**config.mk**
```make
export PLATFORM = sky130hd
export DESIGN_NAME = modbus_slave_frame_front_end
export DESIGN_NICKNAME = d
export VERILOG_FILES = /design/src/modbus_fe_pkg.sv /design/src/modbus_slave_frame_front_end.sv /design/src/crc16_rtu.sv /design/src/uart_char_rx.sv
export SDC_FILE = /design/constraint.sdc
export NUM_CORES = 1
export LEC_CHECK = 0
export ABC_AREA = 1
export ABC_CLOCK_PERIOD_IN_PS = 10500
export BUFFER_PORTS_ARGS = -buffer_cell sky130_fd_sc_hd__buf_2
export CAP_MARGIN = 40
export CORE_MARGIN = 3
export CORE_UTILIZATION = 50
export CTS_BUF_LIST = sky130_fd_sc_hd__clkbuf_8
export CTS_CLUSTER_DIAMETER = 30
export DETAILED_ROUTE_END_ITERATION = 12
export PLACE_DENSITY_LB_ADDON = 0.2
export REMOVE_ABC_BUFFERS = 1
export SLEW_MARGIN = 25
export SYNTH_ARGS = -nofsm -noshare
export SYNTH_HDL_FRONTEND = slang
export SYNTH_SLANG_ARGS = --single-unit
```
**constraint.sdc**
```tcl
create_clock -name clk_i -period 10.5 [get_ports clk_i]
set_input_delay 2.1 -clock clk_i [delete_from_list [all_inputs] [get_ports clk_i]]
set_output_delay 2.1 -clock clk_i [all_outputs]
set_load 0.05 [all_outputs]
```
**src/modbus_fe_pkg.sv**
```systemverilog
// Shared constants and types for the serial and TCP frame front end
package modbus_fe_pkg;

	localparam int          CLK_HZ        = 40_000_000;
	localparam int          MAX_CONN_DEF  = 3;

	localparam int          BAUD_COUNT    = 8;
	localparam int          BAUD_TABLE [BAUD_COUNT] = '{
		1200, 2400, 4800, 9600, 19200, 38400, 57600, 115200
	};
	localparam logic [2:0]  BAUD_DEFAULT  = 3'h3;

	typedef enum logic [1:0] {
		PAR_NONE = 2'b00,
		PAR_ODD  = 2'b01,
		PAR_EVEN = 2'b10
	} parity_t;

	localparam logic [7:0]  ADDR_MIN      = 8'h01;
	localparam logic [7:0]  ADDR_MAX      = 8'h7F;
	localparam logic [7:0]  FC_MIN        = 8'h01;
	localparam logic [7:0]  FC_MAX        = 8'h06;
	localparam logic [7:0]  EXC_FLAG      = 8'h80;
	localparam logic [7:0]  EXC_ILL_FUNC  = 8'h01;
	localparam logic [7:0]  EXC_ILL_ADDR  = 8'h02;
	localparam logic [7:0]  EXC_ILL_DATA  = 8'h03;
	localparam logic [7:0]  EXC_DEV_FAIL  = 8'h04;

	localparam logic [15:0] TCP_PORT      = 16'h01F6;
	localparam logic [15:0] PROTO_MODBUS  = 16'h0000;
	localparam logic [15:0] TB_TID_HI     = 16'h0000;
	localparam logic [15:0] TB_TID_LO     = 16'h0001;
	localparam logic [15:0] TB_PRO_HI     = 16'h0002;
	localparam logic [15:0] TB_PRO_LO     = 16'h0003;
	localparam logic [15:0] TB_LEN_HI     = 16'h0004;
	localparam logic [15:0] TB_LEN_LO     = 16'h0005;
	localparam logic [15:0] TB_UID        = 16'h0006;
	localparam logic [15:0] TB_FC         = 16'h0007;
	localparam logic [15:0] TCP_LEN_BASE  = 16'h0006;

	localparam logic [7:0]  RTU_POS_ADDR  = 8'h00;
	localparam logic [7:0]  RTU_POS_FC    = 8'h01;
	localparam logic [7:0]  RTU_MIN_LEN   = 8'h04;

	localparam logic [15:0] CRC_POLY      = 16'hA001;
	localparam logic [15:0] CRC_INIT      = 16'hFFFF;
	localparam logic [15:0] CRC_RESIDUE   = 16'h0000;

	localparam logic [3:0]  REG_CFG       = 4'h0;
	localparam logic [3:0]  REG_STAT      = 4'h4;
	localparam logic [3:0]  REG_LAST      = 4'h8;

	localparam int          CFG_ID_LSB    = 0;
	localparam int          CFG_ID_W      = 7;
	localparam int          CFG_DATA8     = 8;
	localparam int          CFG_TWO_STOP  = 9;
	localparam int          CFG_PAR_LSB   = 10;
	localparam int          CFG_BAUD_LSB  = 12;
	localparam logic [31:0] CFG_RESET     = 32'h0000_3101;
	localparam logic [31:0] CFG_MASK      = 32'h0000_7F7F;

	localparam logic [3:0]  CHAR_FIXED    = 4'h2;
	localparam logic [3:0]  CHAR_D7       = 4'h7;
	localparam logic [3:0]  CHAR_D8       = 4'h8;
	localparam logic [23:0] GAP_NUM       = 24'h000007;
	localparam int          GAP_SHIFT     = 1;

	localparam logic        SRC_SERIAL    = 1'b0;
	localparam logic        SRC_TCP       = 1'b1;

	function automatic logic fc_supported(input logic [7:0] fc);
		return (fc >= FC_MIN) && (fc <= FC_MAX);
	endfunction

endpackage

```
**src/modbus_slave_frame_front_end.sv**
```systemverilog
// Slave frame front end: serial RTU and TCP framing, filtering, exceptions
`timescale 1ns/1ps
module modbus_slave_frame_front_end #(
	parameter int MAX_CONN = modbus_fe_pkg::MAX_CONN_DEF
) (
	input  wire logic        clk_i,
	input  wire logic        reset_i,
	input  wire logic [3:0]  address_i,
	input  wire logic        read_i,
	input  wire logic        write_i,
	input  wire logic [31:0] writedata_i,
	input  wire logic [3:0]  byteenable_i,
	output logic      [31:0] readdata_o,
	output logic             waitrequest_o,
	input  wire logic        rx_i,
	input  wire logic        tcp_valid_i,
	input  wire logic        tcp_first_i,
	input  wire logic [1:0]  tcp_conn_i,
	input  wire logic [15:0] tcp_port_i,
	input  wire logic [7:0]  tcp_byte_i,
	output logic             ser_byte_valid_o,
	output logic      [7:0]  ser_byte_o,
	output logic             tcp_byte_valid_o,
	output logic      [7:0]  tcp_byte_o,
	output logic      [1:0]  tcp_byte_conn_o,
	output logic             req_valid_o,
	output logic      [7:0]  req_func_o,
	output logic             req_src_o,
	output logic      [1:0]  req_conn_o,
	output logic      [15:0] req_tid_o,
	output logic      [7:0]  req_uid_o,
	output logic             exc_valid_o,
	output logic      [7:0]  exc_func_o,
	output logic      [7:0]  exc_code_o,
	output logic             frame_drop_o
);
	import modbus_fe_pkg::*;

	logic [31:0] cfg_reg;
	logic        ack_reg;
	logic [31:0] rdata_reg;
	logic [7:0]  good_cnt_reg;
	logic [7:0]  drop_cnt_reg;
	logic [7:0]  exc_cnt_reg;
	logic [7:0]  last_func_reg;
	logic        last_src_reg;
	logic [15:0] last_tid_reg;
	logic [6:0]  slave_id;
	logic        data8;
	logic        two_stop;
	logic [1:0]  par_sel;
	logic        par_en;
	logic [2:0]  baud_code;
	logic [15:0] div_tab [BAUD_COUNT];
	logic [15:0] div;
	logic [3:0]  char_bits;
	logic [23:0] gap_lim_reg;
	logic [23:0] gap_cnt_reg;
	logic [7:0]  rx_byte;
	logic        rx_valid;
	logic        rx_err;
	logic [15:0] crc_val;
	logic        rtu_open_reg;
	logic        rtu_bad_reg;
	logic [7:0]  rtu_cnt_reg;
	logic [7:0]  rtu_addr_reg;
	logic [7:0]  rtu_fc_reg;
	logic [7:0]  hold0_reg;
	logic [7:0]  hold1_reg;
	logic [7:0]  rtu_idx;
	logic        rtu_end;
	logic        addr_ok;
	logic        crc_ok;
	logic        port_ok;
	logic [MAX_CONN-1:0] t_hit;
	logic [MAX_CONN-1:0] t_end;
	logic [MAX_CONN-1:0] t_fwd;
	logic [15:0] t_cnt   [MAX_CONN];
	logic [15:0] t_tid   [MAX_CONN];
	logic [15:0] t_proto [MAX_CONN];
	logic [15:0] t_len   [MAX_CONN];
	logic [7:0]  t_uid   [MAX_CONN];
	logic [7:0]  t_fc    [MAX_CONN];
	logic [15:0] t_idx   [MAX_CONN];
	logic [7:0]  t_fc_now [MAX_CONN];
	logic        tcp_end;
	logic [15:0] sel_tid;
	logic [15:0] sel_proto;
	logic [7:0]  sel_uid;
	logic [7:0]  sel_fc;
	logic        iss;
	logic [7:0]  iss_fc;
	logic        iss_src;
	logic [1:0]  iss_conn;
	logic [15:0] iss_tid;
	logic [7:0]  iss_uid;
	logic        iss_ok;
	logic        drop_evt;

	// Configuration fields
	assign slave_id  = cfg_reg[CFG_ID_LSB +: CFG_ID_W];
	assign data8     = cfg_reg[CFG_DATA8];
	assign two_stop  = cfg_reg[CFG_TWO_STOP];
	assign par_sel   = cfg_reg[CFG_PAR_LSB +: 2];
	assign par_en    = (par_sel == PAR_ODD) || (par_sel == PAR_EVEN);
	assign baud_code = cfg_reg[CFG_BAUD_LSB +: 3];

	for (genvar g = 0; g < BAUD_COUNT; g++) begin : g_div
		assign div_tab[g] = 16'(CLK_HZ / BAUD_TABLE[g]);
	end
	assign div = div_tab[baud_code];

	// Avalon slave, one wait state per access
	assign waitrequest_o = (read_i | write_i) & ~ack_reg;
	assign readdata_o    = rdata_reg;

	always_ff @(posedge clk_i) begin
		if (reset_i) begin
			ack_reg <= 1'b0;
		end else begin
			ack_reg <= (read_i | write_i) & ~ack_reg;
		end
	end

	always_ff @(posedge clk_i) begin
		if (reset_i) begin
			cfg_reg <= CFG_RESET;
		end else if (write_i && ack_reg && address_i == REG_CFG) begin
			for (int b = 0; b < 4; b++) begin
				if (byteenable_i[b]) begin
					cfg_reg[8*b +: 8] <= writedata_i[8*b +: 8] & CFG_MASK[8*b +: 8];
				end
			end
		end
	end

	always_ff @(posedge clk_i) begin
		if (reset_i) begin
			rdata_reg <= 32'h0000_0000;
		end else if (read_i && !ack_reg) begin
			unique case (address_i)
				REG_CFG:  rdata_reg <= cfg_reg;
				REG_STAT: rdata_reg <= {8'h00, exc_cnt_reg, drop_cnt_reg,
					good_cnt_reg};
				REG_LAST: rdata_reg <= {last_tid_reg, 7'h00, last_src_reg,
					last_func_reg};
				default:  rdata_reg <= 32'h0000_0000;
			endcase
		end
	end

	// Serial receive path
	uart_char_rx u_rx (
		.clk_i      (clk_i),
		.reset_i    (reset_i),
		.rx_i       (rx_i),
		.div_i      (div),
		.data8_i    (data8),
		.two_stop_i (two_stop),
		.par_en_i   (par_en),
		.par_odd_i  (par_sel == PAR_ODD),
		.byte_o     (rx_byte),
		.valid_o    (rx_valid),
		.err_o      (rx_err)
	);

	assign rtu_idx = (rtu_end || !rtu_open_reg) ? RTU_POS_ADDR : rtu_cnt_reg;

	crc16_rtu u_crc (
		.clk_i   (clk_i),
		.reset_i (reset_i),
		.valid_i (rx_valid),
		.start_i (rtu_idx == RTU_POS_ADDR),
		.byte_i  (rx_byte),
		.crc_o   (crc_val)
	);

	assign char_bits = CHAR_FIXED + (data8 ? CHAR_D8 : CHAR_D7)
		+ {3'h0, par_en} + {3'h0, two_stop};

	always_ff @(posedge clk_i) begin
		if (reset_i) begin
			gap_lim_reg <= 24'h000000;
		end else begin
			gap_lim_reg <= 24'((24'(char_bits) * 24'(div) * GAP_NUM)
				>> GAP_SHIFT);
		end
	end

	always_ff @(posedge clk_i) begin
		if (reset_i) begin
			gap_cnt_reg <= 24'h000000;
		end else if (rx_valid) begin
			gap_cnt_reg <= 24'h000000;
		end else if (gap_cnt_reg != 24'hFFFFFF) begin
			gap_cnt_reg <= gap_cnt_reg + 24'h000001;
		end
	end

	// TCP completion takes the cycle; a serial end waits for the next cycle with no TCP completion
	assign rtu_end = rtu_open_reg && (gap_cnt_reg >= gap_lim_reg)
		&& !tcp_end;
	assign addr_ok = (rtu_addr_reg >= ADDR_MIN) && (rtu_addr_reg <= ADDR_MAX)
		&& (rtu_addr_reg[6:0] == slave_id);
	assign crc_ok  = (crc_val == CRC_RESIDUE);

	always_ff @(posedge clk_i) begin
		if (reset_i) begin
			rtu_open_reg <= 1'b0;
			rtu_bad_reg  <= 1'b0;
			rtu_cnt_reg  <= 8'h00;
			rtu_addr_reg <= 8'h00;
			rtu_fc_reg   <= 8'h00;
			hold0_reg    <= 8'h00;
			hold1_reg    <= 8'h00;
		end else begin
			if (rtu_end) begin
				rtu_open_reg <= 1'b0;
			end
			if (rx_valid) begin
				rtu_open_reg <= 1'b1;
				rtu_cnt_reg  <= (rtu_idx == 8'hFF) ? rtu_idx : rtu_idx + 8'h01;
				rtu_bad_reg  <= (rtu_idx == RTU_POS_ADDR) ? rx_err
					: (rtu_bad_reg | rx_err);
				if (rtu_idx == RTU_POS_ADDR) begin
					rtu_addr_reg <= rx_byte;
				end
				if (rtu_idx == RTU_POS_FC) begin
					rtu_fc_reg <= rx_byte;
				end
				hold1_reg <= hold0_reg;
				hold0_reg <= rx_byte;
			end
		end
	end

	// Data bytes lag two behind so the CRC pair is never forwarded
	always_ff @(posedge clk_i) begin
		if (reset_i) begin
			ser_byte_valid_o <= 1'b0;
			ser_byte_o       <= 8'h00;
		end else begin
			ser_byte_valid_o <= rx_valid && (rtu_idx >= RTU_MIN_LEN) && addr_ok;
			ser_byte_o       <= hold1_reg;
		end
	end

	// TCP per-connection header tracking
	assign port_ok = (tcp_port_i == TCP_PORT);

	for (genvar c = 0; c < MAX_CONN; c++) begin : g_conn
		assign t_hit[c] = tcp_valid_i && port_ok
			&& (tcp_conn_i == 2'(c));
		assign t_idx[c] = tcp_first_i ? TB_TID_HI : t_cnt[c];
		assign t_fc_now[c] = (t_idx[c] == TB_FC) ? tcp_byte_i : t_fc[c];
		assign t_end[c] = t_hit[c] && (t_idx[c] >= TB_FC)
			&& (t_idx[c] + 16'h0001 == t_len[c] + TCP_LEN_BASE);
		assign t_fwd[c] = t_hit[c] && (t_idx[c] > TB_FC)
			&& (t_proto[c] == PROTO_MODBUS);

		always_ff @(posedge clk_i) begin
			if (reset_i) begin
				t_cnt[c]   <= 16'h0000;
				t_tid[c]   <= 16'h0000;
				t_proto[c] <= 16'h0000;
				t_len[c]   <= 16'h0000;
				t_uid[c]   <= 8'h00;
				t_fc[c]    <= 8'h00;
			end else if (t_hit[c]) begin
				t_cnt[c] <= t_end[c] ? TB_TID_HI : t_idx[c] + 16'h0001;
				unique case (t_idx[c])
					TB_TID_HI: t_tid[c][15:8]   <= tcp_byte_i;
					TB_TID_LO: t_tid[c][7:0]    <= tcp_byte_i;
					TB_PRO_HI: t_proto[c][15:8] <= tcp_byte_i;
					TB_PRO_LO: t_proto[c][7:0]  <= tcp_byte_i;
					TB_LEN_HI: t_len[c][15:8]   <= tcp_byte_i;
					TB_LEN_LO: t_len[c][7:0]    <= tcp_byte_i;
					TB_UID:    t_uid[c]         <= tcp_byte_i;
					TB_FC:     t_fc[c]          <= tcp_byte_i;
					default:   t_fc[c]          <= t_fc[c];
				endcase
			end
		end
	end

	assign tcp_end = |t_end;

	always_comb begin
		sel_tid   = 16'h0000;
		sel_proto = 16'h0000;
		sel_uid   = 8'h00;
		sel_fc    = 8'h00;
		for (int c = 0; c < MAX_CONN; c++) begin
			if (t_end[c]) begin
				sel_tid   = t_tid[c];
				sel_proto = t_proto[c];
				sel_uid   = t_uid[c];
				sel_fc    = t_fc_now[c];
			end
		end
	end

	always_ff @(posedge clk_i) begin
		if (reset_i) begin
			tcp_byte_valid_o <= 1'b0;
			tcp_byte_o       <= 8'h00;
			tcp_byte_conn_o  <= 2'h0;
		end else begin
			tcp_byte_valid_o <= |t_fwd;
			tcp_byte_o       <= tcp_byte_i;
			tcp_byte_conn_o  <= tcp_conn_i;
		end
	end

	// Request issue, common to both transports
	always_comb begin
		iss      = 1'b0;
		iss_fc   = 8'h00;
		iss_src  = SRC_SERIAL;
		iss_conn = 2'h0;
		iss_tid  = 16'h0000;
		iss_uid  = 8'h00;
		drop_evt = 1'b0;
		if (tcp_end) begin
			iss      = (sel_proto == PROTO_MODBUS);
			iss_fc   = sel_fc;
			iss_src  = SRC_TCP;
			iss_conn = tcp_conn_i;
			iss_tid  = sel_tid;
			iss_uid  = sel_uid;
		end else if (rtu_end) begin
			iss      = (rtu_cnt_reg >= RTU_MIN_LEN) && !rtu_bad_reg && crc_ok
				&& addr_ok;
			iss_fc   = rtu_fc_reg;
			iss_uid  = rtu_addr_reg;
			drop_evt = (rtu_cnt_reg >= RTU_MIN_LEN)
				&& (rtu_bad_reg || !crc_ok);
		end
	end

	assign iss_ok = fc_supported(iss_fc);

	always_ff @(posedge clk_i) begin
		if (reset_i) begin
			req_valid_o  <= 1'b0;
			exc_valid_o  <= 1'b0;
			frame_drop_o <= 1'b0;
			req_func_o   <= 8'h00;
			req_src_o    <= SRC_SERIAL;
			req_conn_o   <= 2'h0;
			req_tid_o    <= 16'h0000;
			req_uid_o    <= 8'h00;
			exc_func_o   <= 8'h00;
			exc_code_o   <= 8'h00;
		end else begin
			req_valid_o  <= iss && iss_ok;
			exc_valid_o  <= iss && !iss_ok;
			frame_drop_o <= drop_evt;
			if (iss) begin
				req_func_o <= iss_fc;
				req_src_o  <= iss_src;
				req_conn_o <= iss_conn;
				req_tid_o  <= iss_tid;
				req_uid_o  <= iss_uid;
				exc_func_o <= iss_fc | EXC_FLAG;
				exc_code_o <= EXC_ILL_FUNC;
			end
		end
	end

	always_ff @(posedge clk_i) begin
		if (reset_i) begin
			good_cnt_reg  <= 8'h00;
			drop_cnt_reg  <= 8'h00;
			exc_cnt_reg   <= 8'h00;
			last_func_reg <= 8'h00;
			last_src_reg  <= SRC_SERIAL;
			last_tid_reg  <= 16'h0000;
		end else begin
			if (iss && iss_ok) begin
				good_cnt_reg <= good_cnt_reg + 8'h01;
			end
			if (iss && !iss_ok) begin
				exc_cnt_reg <= exc_cnt_reg + 8'h01;
			end
			if (drop_evt) begin
				drop_cnt_reg <= drop_cnt_reg + 8'h01;
			end
			if (iss) begin
				last_func_reg <= iss_fc;
				last_src_reg  <= iss_src;
				last_tid_reg  <= iss_tid;
			end
		end
	end

	// Checks
	a_exc_func_flag: assert property (@(posedge clk_i) disable iff (reset_i)
		exc_valid_o |-> exc_func_o == ($past(iss_fc) | EXC_FLAG))
		else $error("exception function not flagged");
	a_exc_code_val: assert property (@(posedge clk_i) disable iff (reset_i)
		exc_valid_o |-> exc_code_o == EXC_ILL_FUNC)
		else $error("wrong exception code");
	a_req_fc_range: assert property (@(posedge clk_i) disable iff (reset_i)
		req_valid_o |-> req_func_o >= FC_MIN && req_func_o <= FC_MAX)
		else $error("unsupported function passed");
	a_bad_fc_exc: assert property (@(posedge clk_i) disable iff (reset_i)
		iss && !iss_ok |=> exc_valid_o && !req_valid_o)
		else $error("bad function not excepted");
	a_ser_addr_ok: assert property (@(posedge clk_i) disable iff (reset_i)
		(req_valid_o || exc_valid_o) && req_src_o == SRC_SERIAL
		|-> req_uid_o >= ADDR_MIN && req_uid_o <= ADDR_MAX
		&& req_uid_o[6:0] == slave_id)
		else $error("serial address filter failed");
	a_crc_drop: assert property (@(posedge clk_i) disable iff (reset_i)
		rtu_end && !crc_ok |=> !req_valid_o && !exc_valid_o
		&& frame_drop_o == ($past(rtu_cnt_reg) >= RTU_MIN_LEN))
		else $error("bad crc frame not dropped");
	a_tid_echo: assert property (@(posedge clk_i) disable iff (reset_i)
		tcp_end && sel_proto == PROTO_MODBUS |=> req_src_o == SRC_TCP
		&& req_tid_o == $past(sel_tid) && req_uid_o == $past(sel_uid))
		else $error("tcp header not echoed");
	a_port_filter: assert property (@(posedge clk_i) disable iff (reset_i)
		tcp_valid_i && !port_ok |=> !tcp_byte_valid_o)
		else $error("foreign port accepted");
	a_conn_limit: assert property (@(posedge clk_i) disable iff (reset_i)
		tcp_valid_i && 32'(tcp_conn_i) >= MAX_CONN |=> !tcp_byte_valid_o
		&& !((req_valid_o || exc_valid_o) && req_src_o == SRC_TCP))
		else $error("extra connection served");
	a_baud_default: assert property (@(posedge clk_i)
		$fell(reset_i) |-> baud_code == BAUD_DEFAULT)
		else $error("baud not default after reset");
	a_bus_one_wait: assert property (@(posedge clk_i) disable iff (reset_i)
		(read_i || write_i) && waitrequest_o |=> !waitrequest_o)
		else $error("bus wait too long");

	c_ser_req: cover property (@(posedge clk_i) disable iff (reset_i)
		req_valid_o && req_src_o == SRC_SERIAL);
	c_tcp_req: cover property (@(posedge clk_i) disable iff (reset_i)
		req_valid_o && req_src_o == SRC_TCP);
	c_exc: cover property (@(posedge clk_i) disable iff (reset_i)
		exc_valid_o);
	c_drop: cover property (@(posedge clk_i) disable iff (reset_i)
		frame_drop_o);
endmodule

```
**src/crc16_rtu.sv**
```systemverilog
// Running reflected CRC-16 over received serial bytes
`timescale 1ns/1ps
module crc16_rtu (
	input  wire logic        clk_i,
	input  wire logic        reset_i,
	input  wire logic        valid_i,
	input  wire logic        start_i,
	input  wire logic [7:0]  byte_i,
	output logic      [15:0] crc_o
);
	import modbus_fe_pkg::*;

	logic [15:0] crc_reg;
	logic [15:0] base;

	function automatic logic [15:0] step(input logic [15:0] c,
		input logic [7:0] b);
		logic [15:0] r;
		r = c ^ {8'h00, b};
		for (int i = 0; i < 8; i++) begin
			r = r[0] ? ((r >> 1) ^ CRC_POLY) : (r >> 1);
		end
		return r;
	endfunction

	assign base = start_i ? CRC_INIT : crc_reg;

	always_ff @(posedge clk_i) begin
		if (reset_i) begin
			crc_reg <= CRC_INIT;
		end else if (valid_i) begin
			crc_reg <= step(base, byte_i);
		end
	end

	assign crc_o = crc_reg;
endmodule

```
**src/uart_char_rx.sv**
```systemverilog
// Serial character receiver with configurable data, parity and stop bits
`timescale 1ns/1ps
module uart_char_rx (
	input  wire logic        clk_i,
	input  wire logic        reset_i,
	input  wire logic        rx_i,
	input  wire logic [15:0] div_i,
	input  wire logic        data8_i,
	input  wire logic        two_stop_i,
	input  wire logic        par_en_i,
	input  wire logic        par_odd_i,
	output logic      [7:0]  byte_o,
	output logic             valid_o,
	output logic             err_o
);
	import modbus_fe_pkg::*;

	typedef enum logic [2:0] {
		S_IDLE  = 3'b000,
		S_START = 3'b001,
		S_DATA  = 3'b010,
		S_PAR   = 3'b011,
		S_STOP  = 3'b100
	} rx_state_t;

	rx_state_t   state_reg;
	logic [15:0] cnt_reg;
	logic [3:0]  idx_reg;
	logic [7:0]  sr_reg;
	logic        acc_reg;
	logic        perr_reg;
	logic        stop2_reg;
	logic [7:0]  byte_reg;
	logic        valid_reg;
	logic        err_reg;
	logic [3:0]  last_idx;
	logic        tick;

	assign last_idx = data8_i ? (CHAR_D8 - 4'h1) : (CHAR_D7 - 4'h1);
	assign tick     = (cnt_reg == 16'h0000);

	always_ff @(posedge clk_i) begin
		if (reset_i) begin
			state_reg <= S_IDLE;
			cnt_reg   <= 16'h0000;
			idx_reg   <= 4'h0;
			sr_reg    <= 8'h00;
			acc_reg   <= 1'b0;
			perr_reg  <= 1'b0;
			stop2_reg <= 1'b0;
			byte_reg  <= 8'h00;
			valid_reg <= 1'b0;
			err_reg   <= 1'b0;
		end else begin
			valid_reg <= 1'b0;
			err_reg   <= 1'b0;
			if (!tick) begin
				cnt_reg <= cnt_reg - 16'h0001;
			end
			unique case (state_reg)
				S_IDLE: begin
					if (!rx_i) begin
						cnt_reg   <= div_i >> 1;
						state_reg <= S_START;
					end
				end
				S_START: begin
					if (tick) begin
						cnt_reg   <= div_i - 16'h0001;
						idx_reg   <= 4'h0;
						acc_reg   <= 1'b0;
						perr_reg  <= 1'b0;
						stop2_reg <= 1'b0;
						state_reg <= rx_i ? S_IDLE : S_DATA;
					end
				end
				S_DATA: begin
					if (tick) begin
						cnt_reg <= div_i - 16'h0001;
						sr_reg  <= {rx_i, sr_reg[7:1]};
						acc_reg <= acc_reg ^ rx_i;
						idx_reg <= idx_reg + 4'h1;
						if (idx_reg == last_idx) begin
							state_reg <= par_en_i ? S_PAR : S_STOP;
						end
					end
				end
				S_PAR: begin
					if (tick) begin
						cnt_reg   <= div_i - 16'h0001;
						perr_reg  <= (acc_reg ^ rx_i) != par_odd_i;
						state_reg <= S_STOP;
					end
				end
				S_STOP: begin
					if (tick) begin
						cnt_reg <= div_i - 16'h0001;
						if (two_stop_i && !stop2_reg) begin
							stop2_reg <= 1'b1;
							perr_reg  <= perr_reg | !rx_i;
						end else begin
							byte_reg  <= data8_i ? sr_reg : {1'b0, sr_reg[7:1]};
							valid_reg <= 1'b1;
							err_reg   <= perr_reg | !rx_i;
							state_reg <= S_IDLE;
						end
					end
				end
			endcase
		end
	end

	assign byte_o  = byte_reg;
	assign valid_o = valid_reg;
	assign err_o   = err_reg;
endmodule

```
### Yosys cells after proc, flatten, opt, wreduce, memory -nomap -nowiden

Memories as Yosys holds them, arrays and structs flattened.
Cells that the tools add are included.

| word-level totals | value |
|---|---|
| bits in writable memories | 240 |
| memories kept | 7 |
| logic and storage cells | 490 |
| memory bits (read-only) | 128 |
| bits of input ports | 73 |
| register bits | 288 |
| output and inout port bits | 107 |

| operators by class | value |
|---|---|
| bitwise logic cells | 49 |
| order comparisons | 14 |
| equal/unequal tests | 49 |
| muxes and demuxes | 229 |
| add/sub/neg operators | 17 |
| reductions and logical operators | 80 |
| multiply operators | 2 |

Memory list:

| memory | depth | bits a word | read ports | clocked after memory_dff | wr ports | RTL line | text |
|---|---|---|---|---|---|---|---|
| (name not given) | 8 | 16 | 1 | 0 | 0 | modbus_slave_frame_front_end.sv:111 | `assign div = div_tab[baud_code];` |
| t_cnt | 3 | 16 | 3 | 0 | 3 | modbus_slave_frame_front_end.sv:78 | `logic [15:0] t_cnt [MAX_CONN];` |
| t_len | 3 | 16 | 3 | 0 | 3 | modbus_slave_frame_front_end.sv:81 | `logic [15:0] t_len [MAX_CONN];` |
| t_proto | 3 | 16 | 3 | 0 | 3 | modbus_slave_frame_front_end.sv:80 | `logic [15:0] t_proto [MAX_CONN];` |
| t_tid | 3 | 16 | 3 | 0 | 3 | modbus_slave_frame_front_end.sv:79 | `logic [15:0] t_tid [MAX_CONN];` |
| t_fc | 3 | 8 | 3 | 0 | 3 | modbus_slave_frame_front_end.sv:83 | `logic [7:0] t_fc [MAX_CONN];` |
| +1 memories | - | - | - | - | - | - |  |

Operator list:

| operator | count |
|---|---|
| $mux 16 | 30 |
| $mux 8 | 43 |
| $eq 16x3->1 const B | 12 |
| $logic_not 16->1 | 9 |
| $mux 1 | 136 |
| $eq 16x2->1 const B | 6 |
| $pmux 32 s3 | 1 |
| $add 16x1->16 const B | 3 |
| $add 16x3->16 const B | 3 |
| $eq 16x1->1 const B | 3 |
| $eq 16x16->1 | 3 |
| $ge 16x3->1 const B | 3 |
| $gt 16x3->1 const B | 3 |
| $logic_and 1x1->1 | 33 |
| $or 1x1->1 | 33 |
| $add 8x1->8 const B | 4 |
| $pmux 16 s2 | 1 |
| $sub 16x1->16 const B | 2 |
| $add 24x1->24 const B | 1 |
| $ge 24x24->1 | 1 |
| $mux 3 | 8 |
| $ne 24x24->1 const B | 1 |
| $not 2->3 | 8 |
| $reduce_or 8->1 | 3 |
| other kinds (52) | 90 |

### Logic depth before layout (Yosys ltp)

Gate-level depths: netlist of the first run.

| logic depth | value |
|---|---|
| depth after elaboration | 29 |
| depth in mapped cells | 39 |
| gate-level depth less buffers | 39 |

### Modules after synthesis

From an unflattened synthesis of the first run, not the netlist that was laid out.

| unflattened totals | value |
|---|---|
| cells, all modules | 4333 |
| area total of the unflattened synthesis | 31829.3 um^2 |

By module, submodules not included:

| module | sequential area each (um^2) | instances | cells an instance | area an instance (um^2) |
|---|---|---|---|---|
| modbus_slave_frame_front_end | 11571.1 | 1 | 3661 | 27695.3 |
| uart_char_rx | 880.8 | 1 | 521 | 3065.4 |
| crc16_rtu | 320.3 | 1 | 151 | 1068.5 |

### Least setup slack after synthesis of the first run

OpenSTA, ideal clock, no wires.

| timing path | value |
|---|---|
| path type | register to register |
| from | register cfg_reg[11] |
| to | register gap_lim_reg[20] |
| path buffers | 1 |
| setup slack | 3780 ps |
| arrival | 6600 ps |
| library setup time | 119 ps |
| period minus slack after synthesis | 6720 ps |
| cell stages (with the launch flop) | 37 |
| required time | 10381 ps |
| path through | dfxtp_1 -> inv_1 -> ha_1 -> fa_1 -> or2_2 -> nand2_1 -> clkbuf_1 -> nor2_1 -> fa_1 -> fa_1 -> ha_1 -> nand2_1 -> o21ai_0 -> nor2_1 -> o31ai_1 -> a21oi_1 -> o21ai_0 -> a21oi_1 -> o21bai_1 -> xor2_1 -> inv_1 -> fa_1 -> inv_1 -> ha_1 -> a21oi_1 -> o21ai_0 -> o21bai_1 -> nand3_1 -> nand2_1 -> nand3_1 -> nand2_1 -> nand2_1 -> inv_1 -> o21ai_0 -> nand2_1 -> o21ai_0 -> a21oi_1 |

| between the ends | value |
|---|---|
| word-level cells in the longest chain between the ends | 6 |
| elaborated cells on any way between the ends | 7 |
| those cells by class | add/sub (2); mul (2); eq/ne (2); reduce/logical (1) |

Ends and longest elaborated chain:

| item | RTL line | text |
|---|---|---|
| start, declared | modbus_slave_frame_front_end.sv:39 | `logic [31:0] cfg_reg;` |
| start signal, assigned by index | modbus_slave_frame_front_end.sv:131 | `cfg_reg[8*b +: 8] <= writedata_i[8*b +: 8] & CFG_MASK[8*b +: 8];` |
| $eq 2x1->1 / $eq 2x2->1 (equally long branches) | modbus_slave_frame_front_end.sv:105 | `assign par_en = (par_sel == PAR_ODD) \|\| (par_sel == PAR_EVEN);` |
| $logic_or 1x1->1 * | modbus_slave_frame_front_end.sv:105 |  |
| $add 4x1->4 * (2 in a row) | modbus_slave_frame_front_end.sv:179 | `+ {3'h0, par_en} + {3'h0, two_stop};` |
| $mul 4x16->20 * | modbus_slave_frame_front_end.sv:185 | `gap_lim_reg <= 24'((24'(char_bits) * 24'(div) * GAP_NUM)` |
| $mul 20x3->23 * | modbus_slave_frame_front_end.sv:185 |  |
| end signal, assigned | modbus_slave_frame_front_end.sv:185 |  |
| end, declared | modbus_slave_frame_front_end.sv:57 | `logic [23:0] gap_lim_reg;` |

Mark *: on every way between the ends. The rest lies on a longest branch, timed or not.
A chain may end at the register's enable or synchronous reset.

### Worst setup path after layout of the first run

| timing path | value |
|---|---|
| from | register cfg_reg[10] |
| to | register gap_lim_reg[20] |

The elaborated chain is that of the path after synthesis.

==> flow_metrics.tcl, run 1 <==
set metrics [dict create \
    start_util_pct 50.76 \
    regToRegEndpoint "gap_lim_reg[20]" \
    power_uw 5320 \
    outcome "finished clean" \
    drt-wirelength-per-cell_um 15.61 \
    design.core.area_um2 59350 \
    fmax_mhz 130.5 \
    met2_usage_pct 40.28 \
    drtIter0Drc 1977 \
    crit_required_ns 11.06 \
    overflow 0 \
    cts_tree "done" \
    period_minus_slack_ns 7.664 \
    cp_max_fo 13 \
    tightest_slew_ns 0.8306 \
    p_comb_share_pct 12.5 \
    cap_violations 0 \
    antenna_found_initial 2 \
    final_util_pct 57.39 \
    p_switching_uw 1458 \
    critPathKind "flip-flop to flip-flop" \
    syn_area_um2 30130 \
    p_leak_uw 0.01501 \
    power.share.sequential_pct 42.3 \
    p_per_area_nw_per_um2 156.2 \
    row_count 89 \
    post-cts-setup-buffers 0 \
    finalHoldViolations 0 \
    vdd_drop_max_mv 0.1208 \
    syn_area_per_cell_um2 7.532 \
    ff2ff_path_depth 38 \
    grt_pass1_vias 24480 \
    switching_share_pct 27.41 \
    relSlewSlack_pct 44.56 \
    hp-class "flip-flop to flip-flop" \
    grt_max_degree 86 \
    postCtsResizedCells 0 \
    syn_inst 4000 \
    grt_pass1_wl_mm 124.8 \
    post-dp-hpwl_mm 57.15 \
    busiest_layer "met2" \
    critPathSlowestCell "fa_1" \
    clk_latency_ns 0.69 \
    cts_buffers 108 \
    clock_path_buffers 3 \
    fp.dieW_um 251.5 \
    skew_ns 0.02381 \
    ios 180 \
    synth-edff-count 240 \
    hold_path_depth 2 \
    grtUsageMet1_pct 32.49 \
    synth_area_leaders "edfxtp_1 (24%), dfxtp_1 (18%), nand2_1 (11%), nor2_1 (7.0%), inv_1 (6.8%)" \
    grt_usage_pct 24.28 \
    postCtsHoldBufs 0 \
    critPathMaxStageDelay_ns 0.54 \
    wirelength_mm 78.50 \
    num_vias 26460 \
    post-route-period-util_pct 72.99 \
    chipHeight_um 251.5 \
    clk_pin_slew_ns 0.06 \
    drv_slew 0 \
    port_buffers 152 \
    reg2reg_from "cfg_reg[10]" \
    synth.yosys.seq_area_share_pct 42.39 \
    antenna_left 0 \
    ys_warn_count 0 \
    htree_levels 3 \
    met3_usage_pct 4.247 \
    intPower_uw 3862 \
    cts-root-buf "clkbuf_8" \
    rsz0062_at_grt "no" \
    tns_ns 0 \
    layout-drive-gt1-share_pct 9.633 \
    area_delta_synth_final_pct 13.07 \
    synth_most_common_cell "nand2_1" \
    end_kind "flip-flop" \
    crit_arrival_ns 8.22 \
    nets 4388 \
    cts.sinks 518 \
    drcViolationCount 0 \
    nFillCells 5486 \
    ys_ff_latch 518 \
    drt_first_pass_iters 6 \
    clock_power_share_pct 45.3 \
    synth_top_area_share_pct 23.92 \
    gp_congestion 0.9073 \
    reg2reg_slack_ns 2.84 \
    ys.flop_type "dfxtp_1" \
    synth_commonest_cells "nand2_1 (913), nor2_1 (562), inv_1 (543), dfxtp_1 (278), a21oi_1 (243)" \
    synthArstFlopShare_pct 0 \
    routed_via_density 5.260 \
    synth_top_area_cell "edfxtp_1" \
    critPathLaunch "cfg_reg[10]" \
    hold_start "hold1_reg[1]" \
    setup_viol_count_final 0 \
    fp.dieArea_um2 63240 \
    holdPathEnd "ser_byte_o[1]" \
    start_kind "flip-flop" \
    synthDistinctLibCells 64 \
]
==> how the worst max path moves through the flow <==
| stage | slack, ns | endpoint |
|---|---|---|
| floorplan | 3.65 | gap_lim_reg[20] |
| global placement | 2.75 | u_crc.crc_o[0] |
| detailed placement | 2.69 | u_crc.crc_o[0] |
| CTS | 2.84 | gap_lim_reg[20] |
| global route | 2.17 | gap_lim_reg[20] |
| finish | 2.84 | gap_lim_reg[20] |
==> cells in the final DEF (no fill, tap or decap), types with 23 or more instances in the layout <==
| cell type | synthesis | routed |
|---|---|---|
| nor4_1 | 34 | 34 |
| buf_4 | 19 | 23 |
| inv_1 | 543 | 553 |
| o22ai_1 | 32 | 32 |
| o211ai_1 | 25 | 25 |
| ha_1 | 107 | 107 |
| dfxtp_1 | 278 | 278 |
| nor3_1 | 60 | 60 |
| nand2_1 | 913 | 913 |
| clkbuf_8 | 0 | 124 |
| a21oi_1 | 243 | 243 |
| fa_1 | 44 | 44 |
| xor2_1 | 49 | 49 |
| edfxtp_1 | 240 | 240 |
| nor2_1 | 562 | 561 |
| a22oi_1 | 28 | 28 |
| o21ai_0 | 197 | 197 |
| nand3_1 | 223 | 223 |
| nand4_1 | 79 | 79 |
| buf_2 | 9 | 151 |
==> worst max-delay path, delay by kind of cell (launching register included) <==
kind	cells	cell delay, ns
adder cells (fa/ha/maj)	7	2.98
flip-flops	1	0.34
AND/OR/NAND/NOR	11	1.39
XOR/XNOR	1	0.30
AO/OA/AOI/OAI	12	1.96
buffers and inverters	7	0.56
==> kinds of logic after synthesis <==
family	Yosys count	share of synthesized area, %
other cells	1	0.01245
xor+xnor	70	2.085
simple gates	1930	26.94
buf+inv	694	9.078
fa+ha+maj	151	7.367
compound gates	636	12.12
flops	518	42.39
==> area by class of cell <==
type | count | area [um^2] | area share [%]
clock inverter | 78 | 803.3 | 2.358
inverter | 560 | 2107 | 6.185
tap | 773 | 967.2 | 2.839
clock buffer | 124 | 1707 | 5.010
timing repair buffer | 182 | 1061 | 3.115
sequential | 518 | 12770 | 37.49
antenna | 1 | 2.502 | 0.007346
multi-input combinational | 2794 | 14650 | 42.99
==> layer usage <==
metal,wire [um],vias to the layer above
met2,36450,689
met1,35540,12100
met4,2157,2
met3,4332,146
li1,-,13520
met5,13,-
==> power by group through the flow <==
| stage | sequential (uW) | clock, uW | combinational [uW] |
|---|---|---|---|
| floorplan | 2290 | 0 | 462 |
| global placement | 2290 | 0 | 645 |
| detailed placement | 2290 | 0 | 652 |
| CTS | 2250 | 2450 | 659 |
| global route | 2260 | 2540 | 749 |
| finish | 2250 | 2410 | 664 |
==> metrics by stage <==
step / setup slack [ns] / instance area (um^2) / hold WS [ns] / cells
5_1_grt: 2.168 / 34070 / 0.4574 / 5030
3_5_place_dp: 2.694 / 31500 / 0.4215 / 4823
6_report: 2.836 / 34070 / 0.4300 / 5030
2_1_floorplan: 3.652 / 29520 / 0.4099 / 3872
3_3_place_gp: 2.747 / 31410 / 0.4183 / 4817
4_1_cts: 2.842 / 34010 / 0.4342 / 5025
No activity file was read; power rests on OpenSTA's default activity.
==> run 2, diff against run 1 <==
Settings changed: ABC_CLOCK_PERIOD_IN_PS 10500 to 7600.
Clock period 10.5 ns to 7.6 ns, I/O delays scaled along.
==> run 2 against run 1 <==
Compared with the run above:
- register-to-register slack worse by 2.4 ns
- non-clock buffer count up 1
- highest routed layer is now met4
- first-iteration DRC count down 4.6%
- largest cell class unchanged
- cell area grew 0.15%
- critical endpoint unchanged
==> flow_metrics.tcl, run 2 (synthesis results as in run 1) <==
set metrics [dict create \
    outcome "finished clean" \
    start_kind "flip-flop" \
    hold_start "hold1_reg[4]" \
    post-route-period-util_pct 93.98 \
    crit_end "gap_lim_reg[20]" \
    antenna_left 0 \
    rsz0062_at_grt "no" \
    setup_viol_count_final 0 \
    htree_levels 3 \
    clk_pin_slew_ns 0.06 \
    antenna_found_initial 1 \
    area_delta_synth_final_pct 13.24 \
    drt_first_pass_iters 5 \
    p_leak_uw 0.01503 \
    postCtsHoldBufs 0 \
    power.share.sequential_pct 41.9 \
    drt-wirelength-per-cell_um 15.75 \
    end_kind "flip-flop" \
    layout-drive-gt1-share_pct 9.805 \
    cts_buffers 112 \
    grt_usage_pct 24.74 \
    chipHeight_um 251.5 \
    reg2reg_slack_ns 0.46 \
    cts.sinks 518 \
    clock_power_share_pct 45.8 \
    path_buf_inv 5 \
    critPathSlowestCell "o21ai_0" \
    hp-class "flip-flop to flip-flop" \
    clock_path_buffers 3 \
    skew_ns 0.03182 \
    grt_pass1_wl_mm 126.8 \
    period_minus_slack_ns 7.142 \
    tns_ns 0 \
    cp_max_fo 7 \
    intPower_uw 5369 \
    p_per_area_nw_per_um2 217.4 \
    start_util_pct 50.76 \
    gp_congestion 0.9156 \
    cap_violations 0 \
    reg2reg_from "cfg_reg[13]" \
    crit_arrival_ns 7.72 \
    hold_path_depth 2 \
    seqCellArea_um2 12770 \
    final_util_pct 57.48 \
    port_buffers 152 \
    routed_via_density 5.300 \
    critPathMaxStageDelay_ns 0.59 \
    row_count 89 \
    most-common-layout-cells "nand2_1 (913), nor2_1 (561), inv_1 (555)" \
    p_switching_uw 2049 \
    cts-root-buf "clkbuf_8" \
    grt_max_degree 99 \
    p_comb_share_pct 12.3 \
    cp_top_family "compound AO/OA/AOI/OAI gates" \
    critPathLaunch "cfg_reg[13]" \
    fmax_mhz 140.0 \
    drtIter0Drc 1886 \
    multi_input_area_um2 14650 \
    post-dp-hpwl_mm 57.59 \
    overflow 0 \
    num_vias 26690 \
    tightest_slew_ns 0.8054 \
    design.core.area_um2 59350 \
    wirelength_mm 79.33 \
    cts_tree "done" \
    path_depth 34 \
    drv_slew 0 \
    crit_required_ns 8.17 \
    grt_pass1_vias 25020 \
    regToRegEndpoint "gap_lim_reg[20]" \
    vdd_drop_max_mv 0.1116 \
    drcViolationCount 0 \
    fp.dieArea_um2 63240 \
    final_common_cell "nand2_1" \
    finalHoldViolations 0 \
    switching_share_pct 27.62 \
    relSlewSlack_pct 46.25 \
    ios 180 \
    clk_latency_ns 0.71 \
    nets 4393 \
    fp.dieW_um 251.5 \
    critPathKind "flip-flop to flip-flop" \
    nFillCells 5504 \
    ff2ff_path_depth 34 \
]
run 2: how the worst min path moves through the flow:
stage	end	slack, ns
after floorplan	ser_byte_o[0]	0.41
after global routing	ser_byte_o[0]	0.45
final	ser_byte_o[4]	0.43
after global placement	ser_byte_o[1]	0.42
after detailed placement	ser_byte_o[1]	0.42
after CTS	ser_byte_o[1]	0.43
run 2: repair_timing:
action	in CTS	in global routing
resized for setup	0	4
setup buffers	0	0
setup endpoints to repair	0	2
run 2: per-layer routing:
metal	GRT usage (%)	vias to the layer above	part of all wire [%]
met2	40.72	773	46
met4	8.321	0	2.9
met5	0	-	0
met3	3.979	180	6.2
li1	-	13530	-
met1	33.43	12210	45
run 2: cell type report:
class | count | share of cell area, %
Antenna cell | 1 | 0.007335
Clock buffer | 119 | 4.801
Clock inverter | 89 | 2.718
Inverter | 560 | 6.187
Multi-Input combinational cell | 2794 | 42.95
Sequential cell | 518 | 37.44
Tap cell | 773 | 2.835
Timing Repair Buffer | 183 | 3.062
run 2: power by group through the flow:
stage / combinational, uW / clock, uW / sequential [uW]
after floorplan: 639 / 0 / 3160
after global placement: 900 / 0 / 3160
after detailed placement: 903 / 0 / 3160
after CTS: 912 / 3460 / 3110
after global routing: 1040 / 3600 / 3120
final: 915 / 3400 / 3110
run 2: stage by stage:
step	total power (uW)	setup WS, ns	hold slack, ns	instance area [um^2]	cells
after floorplan	3801	0.7515	0.4099	29520	3872
after global placement	4060	0.4778	0.4195	31480	4824
after detailed placement	4064	0.4266	0.4210	31510	4827
after CTS	7477	0.3797	0.4306	34070	5035
after global routing	7758	0.005656	0.4524	34120	5037
final	7418	0.4577	0.4272	34120	5037
run 2: worst reg2reg max path, delay by kind of cell, from the launching register on:
kind                     cells  cell delay [ns]
AO/OA/AOI/OAI               14             2.67
XOR/XNOR                     1             0.24
adder cells (fa/ha/maj)      6             2.46
buffers and inverters        5             0.58
flip-flops                   1             0.38
AND/OR/NAND/NOR              8             0.72
